--- src/logic/spllc_pkg.sv ---
//
// Contract
// - Every frequency value in the registers is a 48-bit numerator over a 16-bit denominator.
// - A control bit selects whether the crystal feeds the PLL directly or through the doubler.
// - The feedback divider accepts any integer from 108 through 556.
// - At reset the control fields load from OTP or EEPROM, whichever is enabled and valid.
// - After the reset sequence the host may rewrite the control fields at any time.
// - Lock limits are derived automatically from the active configuration.
// - A loss-of-lock alarm is readable in status and routable to a GPIO output.
// - The PLL output is flagged as the source of all internal clocks once the reset load completes.
//
// ----------------------------------------------------------------------------
// Register map and field layout
// ----------------------------------------------------------------------------
package spllc_pkg;

  localparam logic [11:0] ADDR_CTRL = 12'h000;
  localparam logic [11:0] ADDR_STATUS = 12'h004;
  localparam logic [11:0] ADDR_FREQ_M_LO = 12'h008;
  localparam logic [11:0] ADDR_FREQ_M_HI = 12'h00c;
  localparam logic [11:0] ADDR_FREQ_N = 12'h010;
  localparam logic [11:0] ADDR_LOCK_LIM = 12'h014;
  localparam logic [11:0] ADDR_GPIO_CFG = 12'h018;

  // Control word: bit 0 doubler, bits 25:16 feedback divider.
  localparam int CTRL_DBL_BIT = 0;
  localparam int CTRL_FB_LSB = 16;
  localparam int FB_W = 10;
  localparam logic [FB_W-1:0] FB_MIN = 10'h06c;
  localparam logic [FB_W-1:0] FB_MAX = 10'h22c;
  localparam logic [FB_W-1:0] FB_RESET = 10'h10e;
  localparam logic CTRL_DBL_RESET = 1'b0;

  // Status word: bit 0 lock-loss sticky, bit 1 locked now, bit 2 load done, bits 5:4 source.
  localparam int ST_LOL_BIT = 0;
  localparam int ST_LOCK_BIT = 1;
  localparam int ST_DONE_BIT = 2;
  localparam int ST_SRC_LSB = 4;

  localparam logic [1:0] SRC_DEFAULT = 2'h0;
  localparam logic [1:0] SRC_OTP = 2'h1;
  localparam logic [1:0] SRC_EEPROM = 2'h2;

  localparam int M_W = 48;
  localparam int N_W = 16;
  localparam int VCTL_W = 12;
  // Lock window half-width in control-voltage codes around the expected point.
  localparam logic [VCTL_W-1:0] LOCK_MARGIN = 12'h040;

  typedef struct packed {
    logic [M_W-1:0] num;
    logic [N_W-1:0] den;
  } spllc_freq_s;

  typedef struct packed {
    logic dbl_en;
    logic [FB_W-1:0] fb_div;
  } spllc_ctrl_s;

  typedef struct packed {
    logic en;
    logic valid;
    spllc_ctrl_s ctrl;
  } spllc_nvm_s;

  typedef struct packed {
    logic [VCTL_W-1:0] lo;
    logic [VCTL_W-1:0] hi;
  } spllc_lim_s;

endpackage : spllc_pkg

--- src/logic/spllc_top.sv ---
`timescale 1ns/100ps
`default_nettype none
module spllc_top (
  // Clock and reset
  input wire logic pclk,
  input wire logic presetn,
  // APB slave
  input wire logic psel,
  input wire logic penable,
  input wire logic pwrite,
  input wire logic [11:0] paddr,
  input wire logic [31:0] pwdata,
  output logic [31:0] prdata,
  output logic pready,
  output logic pslverr,
  // Nonvolatile sources presented at reset
  input wire spllc_pkg::spllc_nvm_s otp_img,
  input wire spllc_pkg::spllc_nvm_s eeprom_img,
  // Analog loop observation, asynchronous
  input wire logic [spllc_pkg::VCTL_W-1:0] loop_vctl,
  // Controls to the analog PLL
  output spllc_pkg::spllc_ctrl_s pll_ctrl,
  output logic pll_feeds_all_clocks,
  // Status pin
  output logic gpio_lol
);
  import spllc_pkg::*;

  typedef enum {ST_LOAD, ST_RUN} spllc_phase_e;

  typedef struct packed {
    spllc_phase_e phase;
    spllc_ctrl_s ctrl;
    spllc_freq_s freq;
    logic [1:0] src;
    logic gpio_route;
    logic lol_sticky;
    logic locked;
    spllc_lim_s lim;
    logic [VCTL_W-1:0] v1;
    logic [VCTL_W-1:0] v2;
    logic [VCTL_W-1:0] v3;
    logic [31:0] prdata;
    logic pready;
    logic pslverr;
    logic gpio;
    logic feeds;
  } spllc_state_s;

  spllc_state_s st_q;
  spllc_state_s st_d;

  logic acc;
  logic in_win;
  logic [VCTL_W-1:0] centre;
  logic [FB_W-1:0] fb_in;

  // ----------------------------------------------------------------------------
  // Lock window derivation
  // ----------------------------------------------------------------------------
  // The expected control voltage scales with the divider position in its range;
  // the doubler shifts it by 0x200 codes. Coarse, but it tracks the configuration.
  always_comb begin
    centre = 12'(({2'h0, st_q.ctrl.fb_div} - {2'h0, FB_MIN}) << 2) + (st_q.ctrl.dbl_en ? 12'h200 : 12'h000);
  end

  always_comb begin
    acc = psel && penable && !st_q.pready;
    fb_in = pwdata[CTRL_FB_LSB +: FB_W];
    in_win = (st_q.v3 >= st_q.lim.lo) && (st_q.v3 <= st_q.lim.hi);
  end

  // ----------------------------------------------------------------------------
  // Next state
  // ----------------------------------------------------------------------------
  always_comb begin
    st_d = st_q;
    st_d.pready = 1'b0;
    st_d.pslverr = 1'b0;
    // Three stages; a level change counts only once the last two agree.
    st_d.v1 = loop_vctl;
    st_d.v2 = st_q.v1;
    st_d.v3 = st_q.v2;
    st_d.lim.lo = (centre > LOCK_MARGIN) ? 12'(centre - LOCK_MARGIN) : 12'h000;
    st_d.lim.hi = (centre < (12'hfff - LOCK_MARGIN)) ? 12'(centre + LOCK_MARGIN) : 12'hfff;
    case (st_q.phase)
      ST_LOAD: begin
        if (otp_img.en && otp_img.valid) begin
          st_d.ctrl = otp_img.ctrl;
          st_d.src = SRC_OTP;
        end else if (eeprom_img.en && eeprom_img.valid) begin
          st_d.ctrl = eeprom_img.ctrl;
          st_d.src = SRC_EEPROM;
        end else begin
          st_d.src = SRC_DEFAULT;
        end
        st_d.phase = ST_RUN;
      end
      ST_RUN: begin
        if (st_q.v2 == st_q.v3) begin
          st_d.locked = in_win;
        end
        // Set wins over a clear written in the same cycle.
        if (acc && pwrite && paddr == ADDR_STATUS && pwdata[ST_LOL_BIT]) begin
          st_d.lol_sticky = 1'b0;
        end
        if (st_q.locked && !st_d.locked) begin
          st_d.lol_sticky = 1'b1;
        end
      end
      default: begin
        st_d.phase = ST_LOAD;
      end
    endcase
    st_d.gpio = st_q.gpio_route && !st_q.locked;
    // Registered beside the phase so the output comes straight from a flip-flop.
    st_d.feeds = (st_d.phase == ST_RUN);
    if (acc) begin
      st_d.pready = 1'b1;
      st_d.prdata = 32'h0000_0000;
      if (pwrite) begin
        case (paddr)
          ADDR_CTRL: begin
            // Writes before the load completes are refused so the load is not corrupted.
            if (st_q.phase != ST_RUN || fb_in < FB_MIN || fb_in > FB_MAX) begin
              st_d.pslverr = 1'b1;
            end else begin
              st_d.ctrl.dbl_en = pwdata[CTRL_DBL_BIT];
              st_d.ctrl.fb_div = fb_in;
            end
          end
          ADDR_STATUS: begin
          end
          ADDR_FREQ_M_LO: begin
            st_d.freq.num[31:0] = pwdata;
          end
          ADDR_FREQ_M_HI: begin
            st_d.freq.num[47:32] = pwdata[15:0];
          end
          ADDR_FREQ_N: begin
            st_d.freq.den = pwdata[15:0];
          end
          ADDR_GPIO_CFG: begin
            st_d.gpio_route = pwdata[0];
          end
          default: begin
            st_d.pslverr = 1'b1;
          end
        endcase
      end else begin
        case (paddr)
          ADDR_CTRL: begin
            st_d.prdata[CTRL_DBL_BIT] = st_q.ctrl.dbl_en;
            st_d.prdata[CTRL_FB_LSB +: FB_W] = st_q.ctrl.fb_div;
          end
          ADDR_STATUS: begin
            st_d.prdata[ST_LOL_BIT] = st_q.lol_sticky;
            st_d.prdata[ST_LOCK_BIT] = st_q.locked;
            st_d.prdata[ST_DONE_BIT] = (st_q.phase == ST_RUN);
            st_d.prdata[ST_SRC_LSB +: 2] = st_q.src;
          end
          ADDR_FREQ_M_LO: begin
            st_d.prdata = st_q.freq.num[31:0];
          end
          ADDR_FREQ_M_HI: begin
            st_d.prdata[15:0] = st_q.freq.num[47:32];
          end
          ADDR_FREQ_N: begin
            st_d.prdata[15:0] = st_q.freq.den;
          end
          ADDR_LOCK_LIM: begin
            st_d.prdata[11:0] = st_q.lim.lo;
            st_d.prdata[27:16] = st_q.lim.hi;
          end
          ADDR_GPIO_CFG: begin
            st_d.prdata[0] = st_q.gpio_route;
          end
          default: begin
            st_d.pslverr = 1'b1;
          end
        endcase
      end
    end
  end

  // ----------------------------------------------------------------------------
  // State register
  // ----------------------------------------------------------------------------
  always_ff @(posedge pclk or negedge presetn) begin
    if (!presetn) begin
      st_q <= '0;
      st_q.phase <= ST_LOAD;
      st_q.ctrl.dbl_en <= CTRL_DBL_RESET;
      st_q.ctrl.fb_div <= FB_RESET;
      st_q.freq.den <= 16'h0001;
    end else begin
      st_q <= st_d;
    end
  end

  assign prdata = st_q.prdata;
  assign pready = st_q.pready;
  assign pslverr = st_q.pslverr;
  assign pll_ctrl = st_q.ctrl;
  assign gpio_lol = st_q.gpio;
  // The flag that the synthesizer output clocks every internal domain is low in reset and ST_LOAD, high from ST_RUN.
  assign pll_feeds_all_clocks = st_q.feeds;

endmodule : spllc_top
`default_nettype wire

--- config.mk ---
export PLATFORM = sky130hd
export DESIGN_NAME = spllc_top
export DESIGN_NICKNAME = d
export VERILOG_FILES = /design/src/logic/spllc_pkg.sv /design/src/logic/spllc_top.sv
export SDC_FILE = /design/constraint.sdc
export NUM_CORES = 1
export LEC_CHECK = 0
export BUFFER_PORTS_ARGS = -buffer_cell sky130_fd_sc_hd__buf_2
export CORE_ASPECT_RATIO = 0.6
export CORE_UTILIZATION = 39
export DETAILED_ROUTE_END_ITERATION = 6
export SKIP_CTS_REPAIR_TIMING = 1
export SYNTH_ARGS = -nofsm -noshare
export SYNTH_HDL_FRONTEND = slang
export SYNTH_SLANG_ARGS = --single-unit
--- constraint.sdc ---
create_clock -name pclk -period 3.1 [get_ports pclk]
set_input_delay 0.62 -clock pclk [delete_from_list [all_inputs] [get_ports pclk]]
set_output_delay 0.62 -clock pclk [all_outputs]
set_load 0.1 [all_outputs]
# After elaboration in Yosys (flattened, before gate mapping)
# Cells that the tools add are included.
dict set report op_classes {
  n_addsub 4
  multipliers 0
  div 0
  n_lt_le_gt_ge 6
  eq_ne 11
  n_shift 0
  n_mux 35
  bitwise_logic 0
  reduce_logical 25
}
# operator n
set ops {}
lappend ops {{$mux 75} 2}
lappend ops {{$eq 32x2->1 const B} 2}
lappend ops {{$mux 32} 2}
lappend ops {{$pmux 32 s2} 1}
lappend ops {{$mux 11} 5}
lappend ops {{$eq 12x5->1 const B} 3}
lappend ops {{$eq 32x1->1 const B} 1}
lappend ops {{$logic_not 32->1} 1}
lappend ops {{$mux 16} 2}
lappend ops {{$ne 32x2->1 const B} 1}
lappend ops {{$pmux 10 s3} 1}
lappend ops {{$eq 12x4->1 const B} 2}
lappend ops {{$mux 12} 2}
lappend ops {{$pmux 6 s4} 1}
lappend ops {{$pmux 2 s5} 2}
lappend ops {{$add 12x10->12} 1}
lappend ops {{$add 12x7->12 const B} 1}
lappend ops {{$eq 12x12->1} 1}
lappend ops {{$eq 12x3->1 const B} 1}
lappend ops {{$ge 12x12->1} 1}
lappend ops {{$gt 12x7->1 const B} 1}
lappend ops {{$le 12x12->1} 1}
lappend ops {{$logic_not 12->1} 1}
lappend ops {{$lt 12x12->1 const B} 1}
lappend ops {{21 further kinds} 44}
dict set report word_totals {
  register_bits 208
  latch_bits 0
  ramBits 0
  romBits 0
  inputBits 87
  out_inout_bits 47
  n_memories 0
}

# Depth between registers and ports, before layout
# Gate-level depths: netlist of run 1.
dict set report depth {
  word_depth 8
  depth_mapped 10
  depth_no_buf 9
}

# Least setup slack after synthesis of run 1
# No wires, ideal clock.
dict set report synth_path {
  path_kind {input-to-reg}
  from {input paddr[9]}
  to {register st_q[118] (netlist bit)}
  setup_time_ps 127
  arrival_ps 2718
  slack_ps 255
  path_stages 8
  n_path_buf 3
  path_cell_list {or4_4 > or3_1 > buf_2 > nor3_4 > nor2b_1 > buf_4 > buf_6 > mux2_1}
}
dict set report synth_via {
  elab_chain_cells 2
}
# item line
set synth_lines {}
lappend synth_lines {{from (decl)} spllc_top.sv:11} ;# input wire logic [11:0] paddr,
lappend synth_lines {{$eq 12x4->1} spllc_top.sv:122} ;# case (paddr)
lappend synth_lines {{$reduce_and 3->1 (no source line)} -}
lappend synth_lines {{to (signal assigned)} spllc_top.sv:197} ;# st_q <= st_d;
lappend synth_lines {{to (decl)} spllc_top.sv:50} ;# spllc_state_s st_q;
# No other way between the ends.
# A chain may end at the register's enable or synchronous reset.

==> results of run 1 <==
-- cell usage after synthesis (all sizes together), types with 4 or more instances --
| cell | number | share of area (%) |
|---|---|---|
| and2 | 5 | 0.34 |
| buf | 56 | 4.7 |
| and3 | 4 | 0.28 |
| mux2i | 7 | 0.77 |
| nor4 | 35 | 2.6 |
| a221o | 7 | 0.77 |
| a21oi | 23 | 1.3 |
| nor2b | 5 | 0.34 |
| clkbuf | 18 | 0.74 |
| a22o | 19 | 1.8 |
| a22oi | 4 | 0.33 |
| nor2 | 31 | 1.3 |
| inv | 31 | 1.3 |
| o31ai | 6 | 0.50 |
| or3 | 4 | 0.28 |
| a21o | 9 | 0.74 |
| dfstp | 5 | 1.4 |
| xnor2 | 19 | 1.8 |
| o21ai | 29 | 1.6 |
| dfrtp | 200 | 55 |
| a222oi | 10 | 1.1 |
| nand4 | 8 | 0.55 |
| mux2 | 70 | 8.7 |
| nand3 | 12 | 0.66 |
| nor3 | 14 | 1.1 |
| nand2b | 5 | 0.34 |
| nand2 | 58 | 2.4 |
| ha | 28 | 3.9 |
-- report_power, final --
group          internal, uW  switching, uW  total, uW
clock network          1370           1000       2380
logic                  93.0            173        266
registers              2720           24.7       2750
-- final timing paths --
path                            cells past startpoint   endpoint    startpoint  slack, ns
max in group asynchronous                           2  st_q[150]       presetn       2.20
worst max-delay path                               10   st_q[80]   pll_ctrl[2]       0.25
worst min-delay path                                1   st_d[56]       presetn       0.15
min in group pclk                                   1   st_d[52]  loop_vctl[4]       0.23
worst max register to register                     10   st_q[80]   pll_ctrl[2]       0.25
worst min register to register                      0   st_d[38]      st_d[50]       0.34
-- registers in the layout (all words and copies together), names as in the netlist --
signal and cells:
pll_feeds_all_clocks 1, pll_ctrl 11, prdata 32, pslverr 1, st_q 134, st_d 24, gpio_lol 1, pready 1
-- layout make-up --
class                      instances  area (sq um)
clock inverter                     4          45.0
timing repair buffer             167           980
inverter                          31           116
fill                            2098         11700
sequential                       205          5140
multi-input combinational        477          3460
tap                              308           385
clock buffer                      30           579
-- kinds of logic (layout without fill, tap and decap cells) --
| group | count (synthesis) | after routing | share of synthesized area (%) |
|---|---|---|---|
| compound gates | 127 | 127 | 10.1 |
| xor+xnor | 22 | 22 | 2.12 |
| fa+ha+maj | 28 | 28 | 3.86 |
| buf+inv | 105 | 232 | 6.70 |
| flops | 205 | 205 | 56.6 |
| mux | 77 | 77 | 9.45 |
| other cells | 1 | 31 | 0.0413 |
| simple gates | 192 | 192 | 11.1 |
-- metal layers --
layer  wire length (microns)  vias to the layer above  GRT usage [%]
li1                        -                     2930              -
met1                   12700                     3060           33.4
met2                    8810                      192           26.6
met3                    1320                       20           3.68
met4                     256                        0           2.93
met5                       0                        -              0
-- stage by stage --
stage / instances / total power [uW] / worst slack (ns)
2_1_floorplan: 787 / 2880 / 0.255
3_3_place_gp: 1188 / 3060 / 0.194
3_5_place_dp: 1188 / 3060 / 0.113
4_1_cts: 1222 / 5450 / 0.273
5_1_grt: 1222 / 5610 / 0.103
6_report: 1222 / 5390 / 0.254
==> PnR_summary.wiki, run 1 <==
{| class="wikitable"
! Metric !! Value
|-
| Outcome || finished, final reports clean
|-
| DRT antenna net count || 0
|-
| Share of the yosys chip area belonging to registers || a little under three fifths
|-
| Die span in x || about 200 microns
|-
| Clock network latency to the later pin of the worst-skew pair || 0.49 ns
|-
| Post-layout net count || slightly above 1000
|-
| Gpl congestion || between 0.8 and 0.9
|-
| Nature of the critical path endpoint || register
|-
| Post-Route Utilization || a little under half
|-
| Unrepaired setup endpoints after global routing || no
|-
| Post-route DRC || 0
|-
| Buffer and inverter count on the worst path || 1
|-
| CTS tree || done
|-
| Number of different library cells in the post-synthesis netlist || approximately 60
|-
| Area of the placeable core || between 0.02 and 0.025 sq mm
|-
| Synthesized cell area || ~0.0091 sq mm
|-
| Fin Hold WS || roughly 0.15 ns
|-
| Warnings, synthesis || 0
|-
| Async set-or-reset flop fraction in the synthesized netlist || 100%
|-
| CP required || 3.51 ns
|-
| Worst slew margin || 31.2%
|-
| Number of max-capacitance violations reported || 0
|-
| Initial core utilization || between 40% and 50%
|-
| IO Port Bufs || roughly 130
|-
| Max Slew Vio Count || 0
|-
| Die height || approximately 120 microns
|-
| TritonRoute pass-1 iters || 5
|-
| Sum of negative setup slack || 0 ns
|-
| CTS HTree Levels || 1
|-
| Most frequent cells in the layout || sky130_fd_sc_hd__dfrtp_1, sky130_fd_sc_hd__buf_2, sky130_fd_sc_hd__nand2_1, sky130_fd_sc_hd__mux2_2, sky130_fd_sc_hd__nor4_1
|-
| Number of antenna violations at the first check in global routing || 0
|-
| Peak per-stage delay on the critical path || roughly 0.56 ns
|-
| Final Hold Viols || 0
|-
| GRT Total Usage || between 10% and 20%
|-
| Via count of the first global-routing pass || around 6300
|-
| Number of antenna cells inserted || 0
|-
| Highest net fanout along the worst path || 9
|-
| Most common cell after layout, fill and taps aside || sky130_fd_sc_hd__dfrtp_1
|-
| Cell family with the largest share of critical-path delay || simple AND/OR/NAND/NOR gates
|-
| Final non-filler cell area || roughly 0.011 sq mm
|-
| Ratio of final minimum period to clock period || a little over 90%
|-
| Post-layout min period || roughly 2.8 ns
|-
| Cell count after synthesis || ~760
|-
| First-pass GRT wire length || ~36 mm
|-
| Detailed Route Iter0 Violations || 440
|-
| Reg clk slew, reported paths || about 0.07 ns
|-
| Top achievable clock speed || about 350 MHz
|-
| Setup Viol. Count Final || 0
|-
| Detailed placement HPWL || between 15 and 20 mm
|-
| Maximum number of buffers from clock root to sink || 3
|-
| Clk root buf || sky130_fd_sc_hd__clkbuf_16
|-
| Ratio of cells with drive above 1 in the final layout || about 27%
|-
| TritonCTS Buffers || 20
|-
| Setup skew after layout || roughly 0.012 ns
|-
| Number of enable-type register cells in the synthesized netlist || 0
|-
| Synthesized area per cell || between 10 and 15 sq um
|-
| Total die area || roughly 0.024 sq mm
|-
| Worst Tran Pin Value || 1.02 ns
|-
| Largest net degree at the start of global routing || 73
|-
| Slowest cell on the critical path || sky130_fd_sc_hd__or3b_2
|-
| Crit Path Category || register to register
|-
| Static Leak || 0.00534 uW
|-
| Data arrival time of the critical path || between 3 and 4 ns
|-
| Via density per instance || 5.08
|-
| Detailed-route wire length per cell || approximately 19 microns
|-
| Hold Crit Class || input port to asynchronous set/reset pin
|-
| Clock sinks || around 210
|-
| IO Count || around 130
|-
| Total routed wirelength || between 20 and 25 mm
|-
| P per Cell Area || about 500 mW/mm^2
|-
| Cell area reported after detailed placement || around 0.010 sq mm
|-
| Overall overflow remaining after global route || 0
|-
| Number of rows in the core area || 42
|-
| Critical path cell sequence || ha_1 > or2_2 > a31oi_1 > xor2_1 > ha_1 > xor2_1 > xnor2_1 > buf_4 > or3b_2 > o21ai_0
|-
| Ys flop type || sky130_fd_sc_hd__dfrtp_1
|-
| Flops & latches, synth || 205
|-
| Worst vdd ir || ~0.00025 V
|-
| P&R area growth vs syn || 17.8%
|-
| Category of the worst setup path launch point || register
|-
| Routed vias || roughly 6200
|}
(Power assumes the default switching activity.)
==> run 2, diff against run 1 <==
--- a/config.mk
+++ b/config.mk
@@ -9,5 +9,7 @@
 export CORE_ASPECT_RATIO = 0.6
 export CORE_UTILIZATION = 39
+export CTS_BUF_LIST = sky130_fd_sc_hd__clkbuf_4
 export DETAILED_ROUTE_END_ITERATION = 6
+export PLACE_DENSITY = 0.67
 export SKIP_CTS_REPAIR_TIMING = 1
 export SYNTH_ARGS = -nofsm -noshare
==> constraint.sdc (replaced) <==
create_clock -name pclk -period 3.1 [get_ports pclk]
set_input_delay 0.62 -clock pclk [delete_from_list [all_inputs] [get_ports pclk]]
set_output_delay 0.62 -clock pclk [all_outputs]
set_load 0.05 [all_outputs]
==> run 2 against run 1 <==
Against the previous run: combinational power shrank 3%; global-route usage up 0.78 points; non-clock buffer count is 2 lower; power fell by 1.1%; clock power fell by 2%; sequential power about the same; worst setup slack improved by 0.064 ns; utilization increased by 0.23 points; critical path depth unchanged.
==> PnR_summary.wiki, run 2 (synthesis results as in run 1) <==
{| class="wikitable"
! Metric !! Value
|-
| GRT Total Usage || 20.8% (+0.78 points)
|-
| Max reg flops || 134 (unchanged)
|-
| Critical path cell sequence || ha_1 > or2_2 > a31oi_1 > xor2_1 > ha_1 > xor2_1 > xnor2_1 > buf_4 > or3b_2 > o21ai_0
|-
| Most common cell after layout, fill and taps aside || sky130_fd_sc_hd__dfrtp_1
|-
| Reg with most FFs || st_q
|-
| First-pass GRT wire length || 37.4 mm (+3.2%)
|-
| Area of the placeable core || 0.0224 sq mm (unchanged)
|-
| Slowest cell on the critical path || sky130_fd_sc_hd__or3b_2
|-
| Static Leak || 0.00542 uW (+1.6%)
|-
| Worst reg-to-reg path cell count || 10 (unchanged)
|-
| P&R area growth vs syn || 18.4%
|-
| Reg clk slew, reported paths || 0.07 ns (about the same)
|-
| Worst slew margin || 34.9% (+3.7 points)
|-
| Routed vias || 6530 (+5.3%)
|-
| Via density per instance || 5.12 (+0.83%)
|-
| Max Slew Vio Count || 0 (unchanged)
|-
| Ratio of cells with drive above 1 in the final layout || 30.8% (+3.4 points)
|-
| Post-route DRC || 0 (unchanged)
|-
| Final Hold Viols || 0 (unchanged)
|-
| Hold Crit Class || input port to asynchronous set/reset pin
|-
| Fin Hold WS || 0.0327 ns (-0.114 ns)
|-
| Clk root buf || sky130_fd_sc_hd__clkbuf_4
|-
| Instance count after placement with tap cells included || 1186 (-0.17%)
|-
| Setup skew after layout || 0.0442 ns (+0.0322 ns)
|-
| Detailed-route wire length per cell || 18.4 microns (-2.6%)
|-
| Outcome || finished, final reports clean
|-
| TritonRoute pass-1 iters || 4 (-1)
|-
| Clock sinks || 205 (unchanged)
|-
| Largest net degree at the start of global routing || 82 (+12%)
|-
| Total die area || 0.0239 sq mm (unchanged)
|-
| DRT antenna net count || 0 (unchanged)
|-
| Data arrival time of the critical path || 3.31 ns (+0.05 ns)
|-
| IO Count || 134 (unchanged)
|-
| CP required || 3.63 ns (+0.12 ns)
|-
| IO Port Bufs || 133 (unchanged)
|-
| CTS tree || done
|-
| P per Cell Area || 496 mW/mm^2 (-1.5%)
|-
| Sum of negative setup slack || 0 ns (unchanged)
|-
| Number of cells on the critical path || 10 (unchanged)
|-
| Total routed wirelength || 23.5 mm (+1.7%)
|-
| Worst Tran Pin Value || 0.968 ns (-0.0554 ns)
|-
| Highest net fanout along the worst path || 9 (unchanged)
|-
| CTS HTree Levels || 2 (+1)
|-
| Worst vdd ir || 0.000228 V (-9.8%)
|-
| Nature of the critical path endpoint || register
|-
| Detailed placement HPWL || 17.2 mm (-0.59%)
|-
| Buffer and inverter count on the worst path || 1 (unchanged)
|-
| Detailed Route Iter0 Violations || 480 (+9.1%)
|-
| Post-layout net count || 1044 (+2.7%)
|-
| Number of antenna violations at the first check in global routing || 0 (unchanged)
|-
| Number of rows in the core area || 42 (unchanged)
|-
| Category of the worst setup path launch point || register
|-
| Die height || 120 microns (unchanged)
|-
| Ratio of final minimum period to clock period || 89.8% (-2.1 points)
|-
| TritonCTS Buffers || 49 (+150%)
|-
| Crit Path Category || register to register
|-
| Gpl congestion || 0.874 (+2.4%)
|-
| Maximum number of buffers from clock root to sink || 3 (unchanged)
|-
| Overall overflow remaining after global route || 0 (unchanged)
|-
| Number of antenna cells inserted || 0 (unchanged)
|-
| Initial core utilization || 40.5% (unchanged)
|-
| Clock network latency to the later pin of the worst-skew pair || 0.65 ns (+0.16 ns)
|-
| Most frequent cells in the layout || sky130_fd_sc_hd__dfrtp_1, sky130_fd_sc_hd__buf_2, sky130_fd_sc_hd__clkbuf_4, sky130_fd_sc_hd__nand2_1, sky130_fd_sc_hd__mux2_2
|-
| Cell family with the largest share of critical-path delay || simple AND/OR/NAND/NOR gates
|-
| Post-layout min period || 2.78 ns (-0.0638 ns)
|-
| Peak per-stage delay on the critical path || 0.55 ns (about the same)
|-
| Unrepaired setup endpoints after global routing || no
|-
| Final Instance Count excl. Fillers || 1276 (+4.4%)
|-
| Top achievable clock speed || 359 MHz (+2.3%)
|-
| Die span in x || 199 microns (unchanged)
|-
| Setup Viol. Count Final || 0 (unchanged)
|-
| Number of max-capacitance violations reported || 0 (unchanged)
|-
| Post-Route Utilization || 47.9% (+0.23 points)
|-
| Via count of the first global-routing pass || 6589 (+5.4%)
|}
## run 2: worst paths after layout
check | slack, ns | endpoint | start
max | 0.32 | st_q[80] | pll_ctrl[2]
max reg2reg | 0.32 | st_q[80] | pll_ctrl[2]
min reg2reg | 0.34 | st_d[36] | st_d[48]
max in group asynchronous | 2.26 | pll_ctrl[1] | presetn
min in group pclk | 0.07 | st_d[52] | loop_vctl[4]
min | 0.03 | st_d[53] | presetn
## run 2: power by group
| part | total, uW | internal, uW | switching (uW) | leakage (uW) |
|---|---|---|---|---|
| Combinational | 257 | 91.2 | 166 | 0.00240 |
| Sequential | 2750 | 2720 | 25.2 | 0.00263 |
| Clock | 2330 | 1250 | 1080 | 0.000393 |
| Total | 5330 | 4060 | 1270 | 0.00542 |
## run 2: routing by layer
layer	GRT usage, %	vias to the layer above	share of wire (%)
met5	0	-	0
met4	4.81	0	1.4
met3	6.28	35	9.1
met2	26.6	279	38
met1	33.3	3200	51
li1	-	3016	-
## run 2: layout make-up
class                      instances  area [sq um]
tap                              308           385
clock buffer                      73           548
sequential                       205          5140
fill                            2106         11700
multi-input combinational        477          3460
inverter                          31           116
timing repair buffer             165           990
clock inverter                    17           118
## run 2: per-stage QoR
step                      power [uW]  worst slack, ns  area, sq um
final                           5330            0.318        10700
after global routing            5590            0.174        10700
after CTS                       5410            0.335        10700
after detailed placement        3060            0.152        10100
after global placement          3050            0.216        10100
after floorplan                 2880            0.255         9190
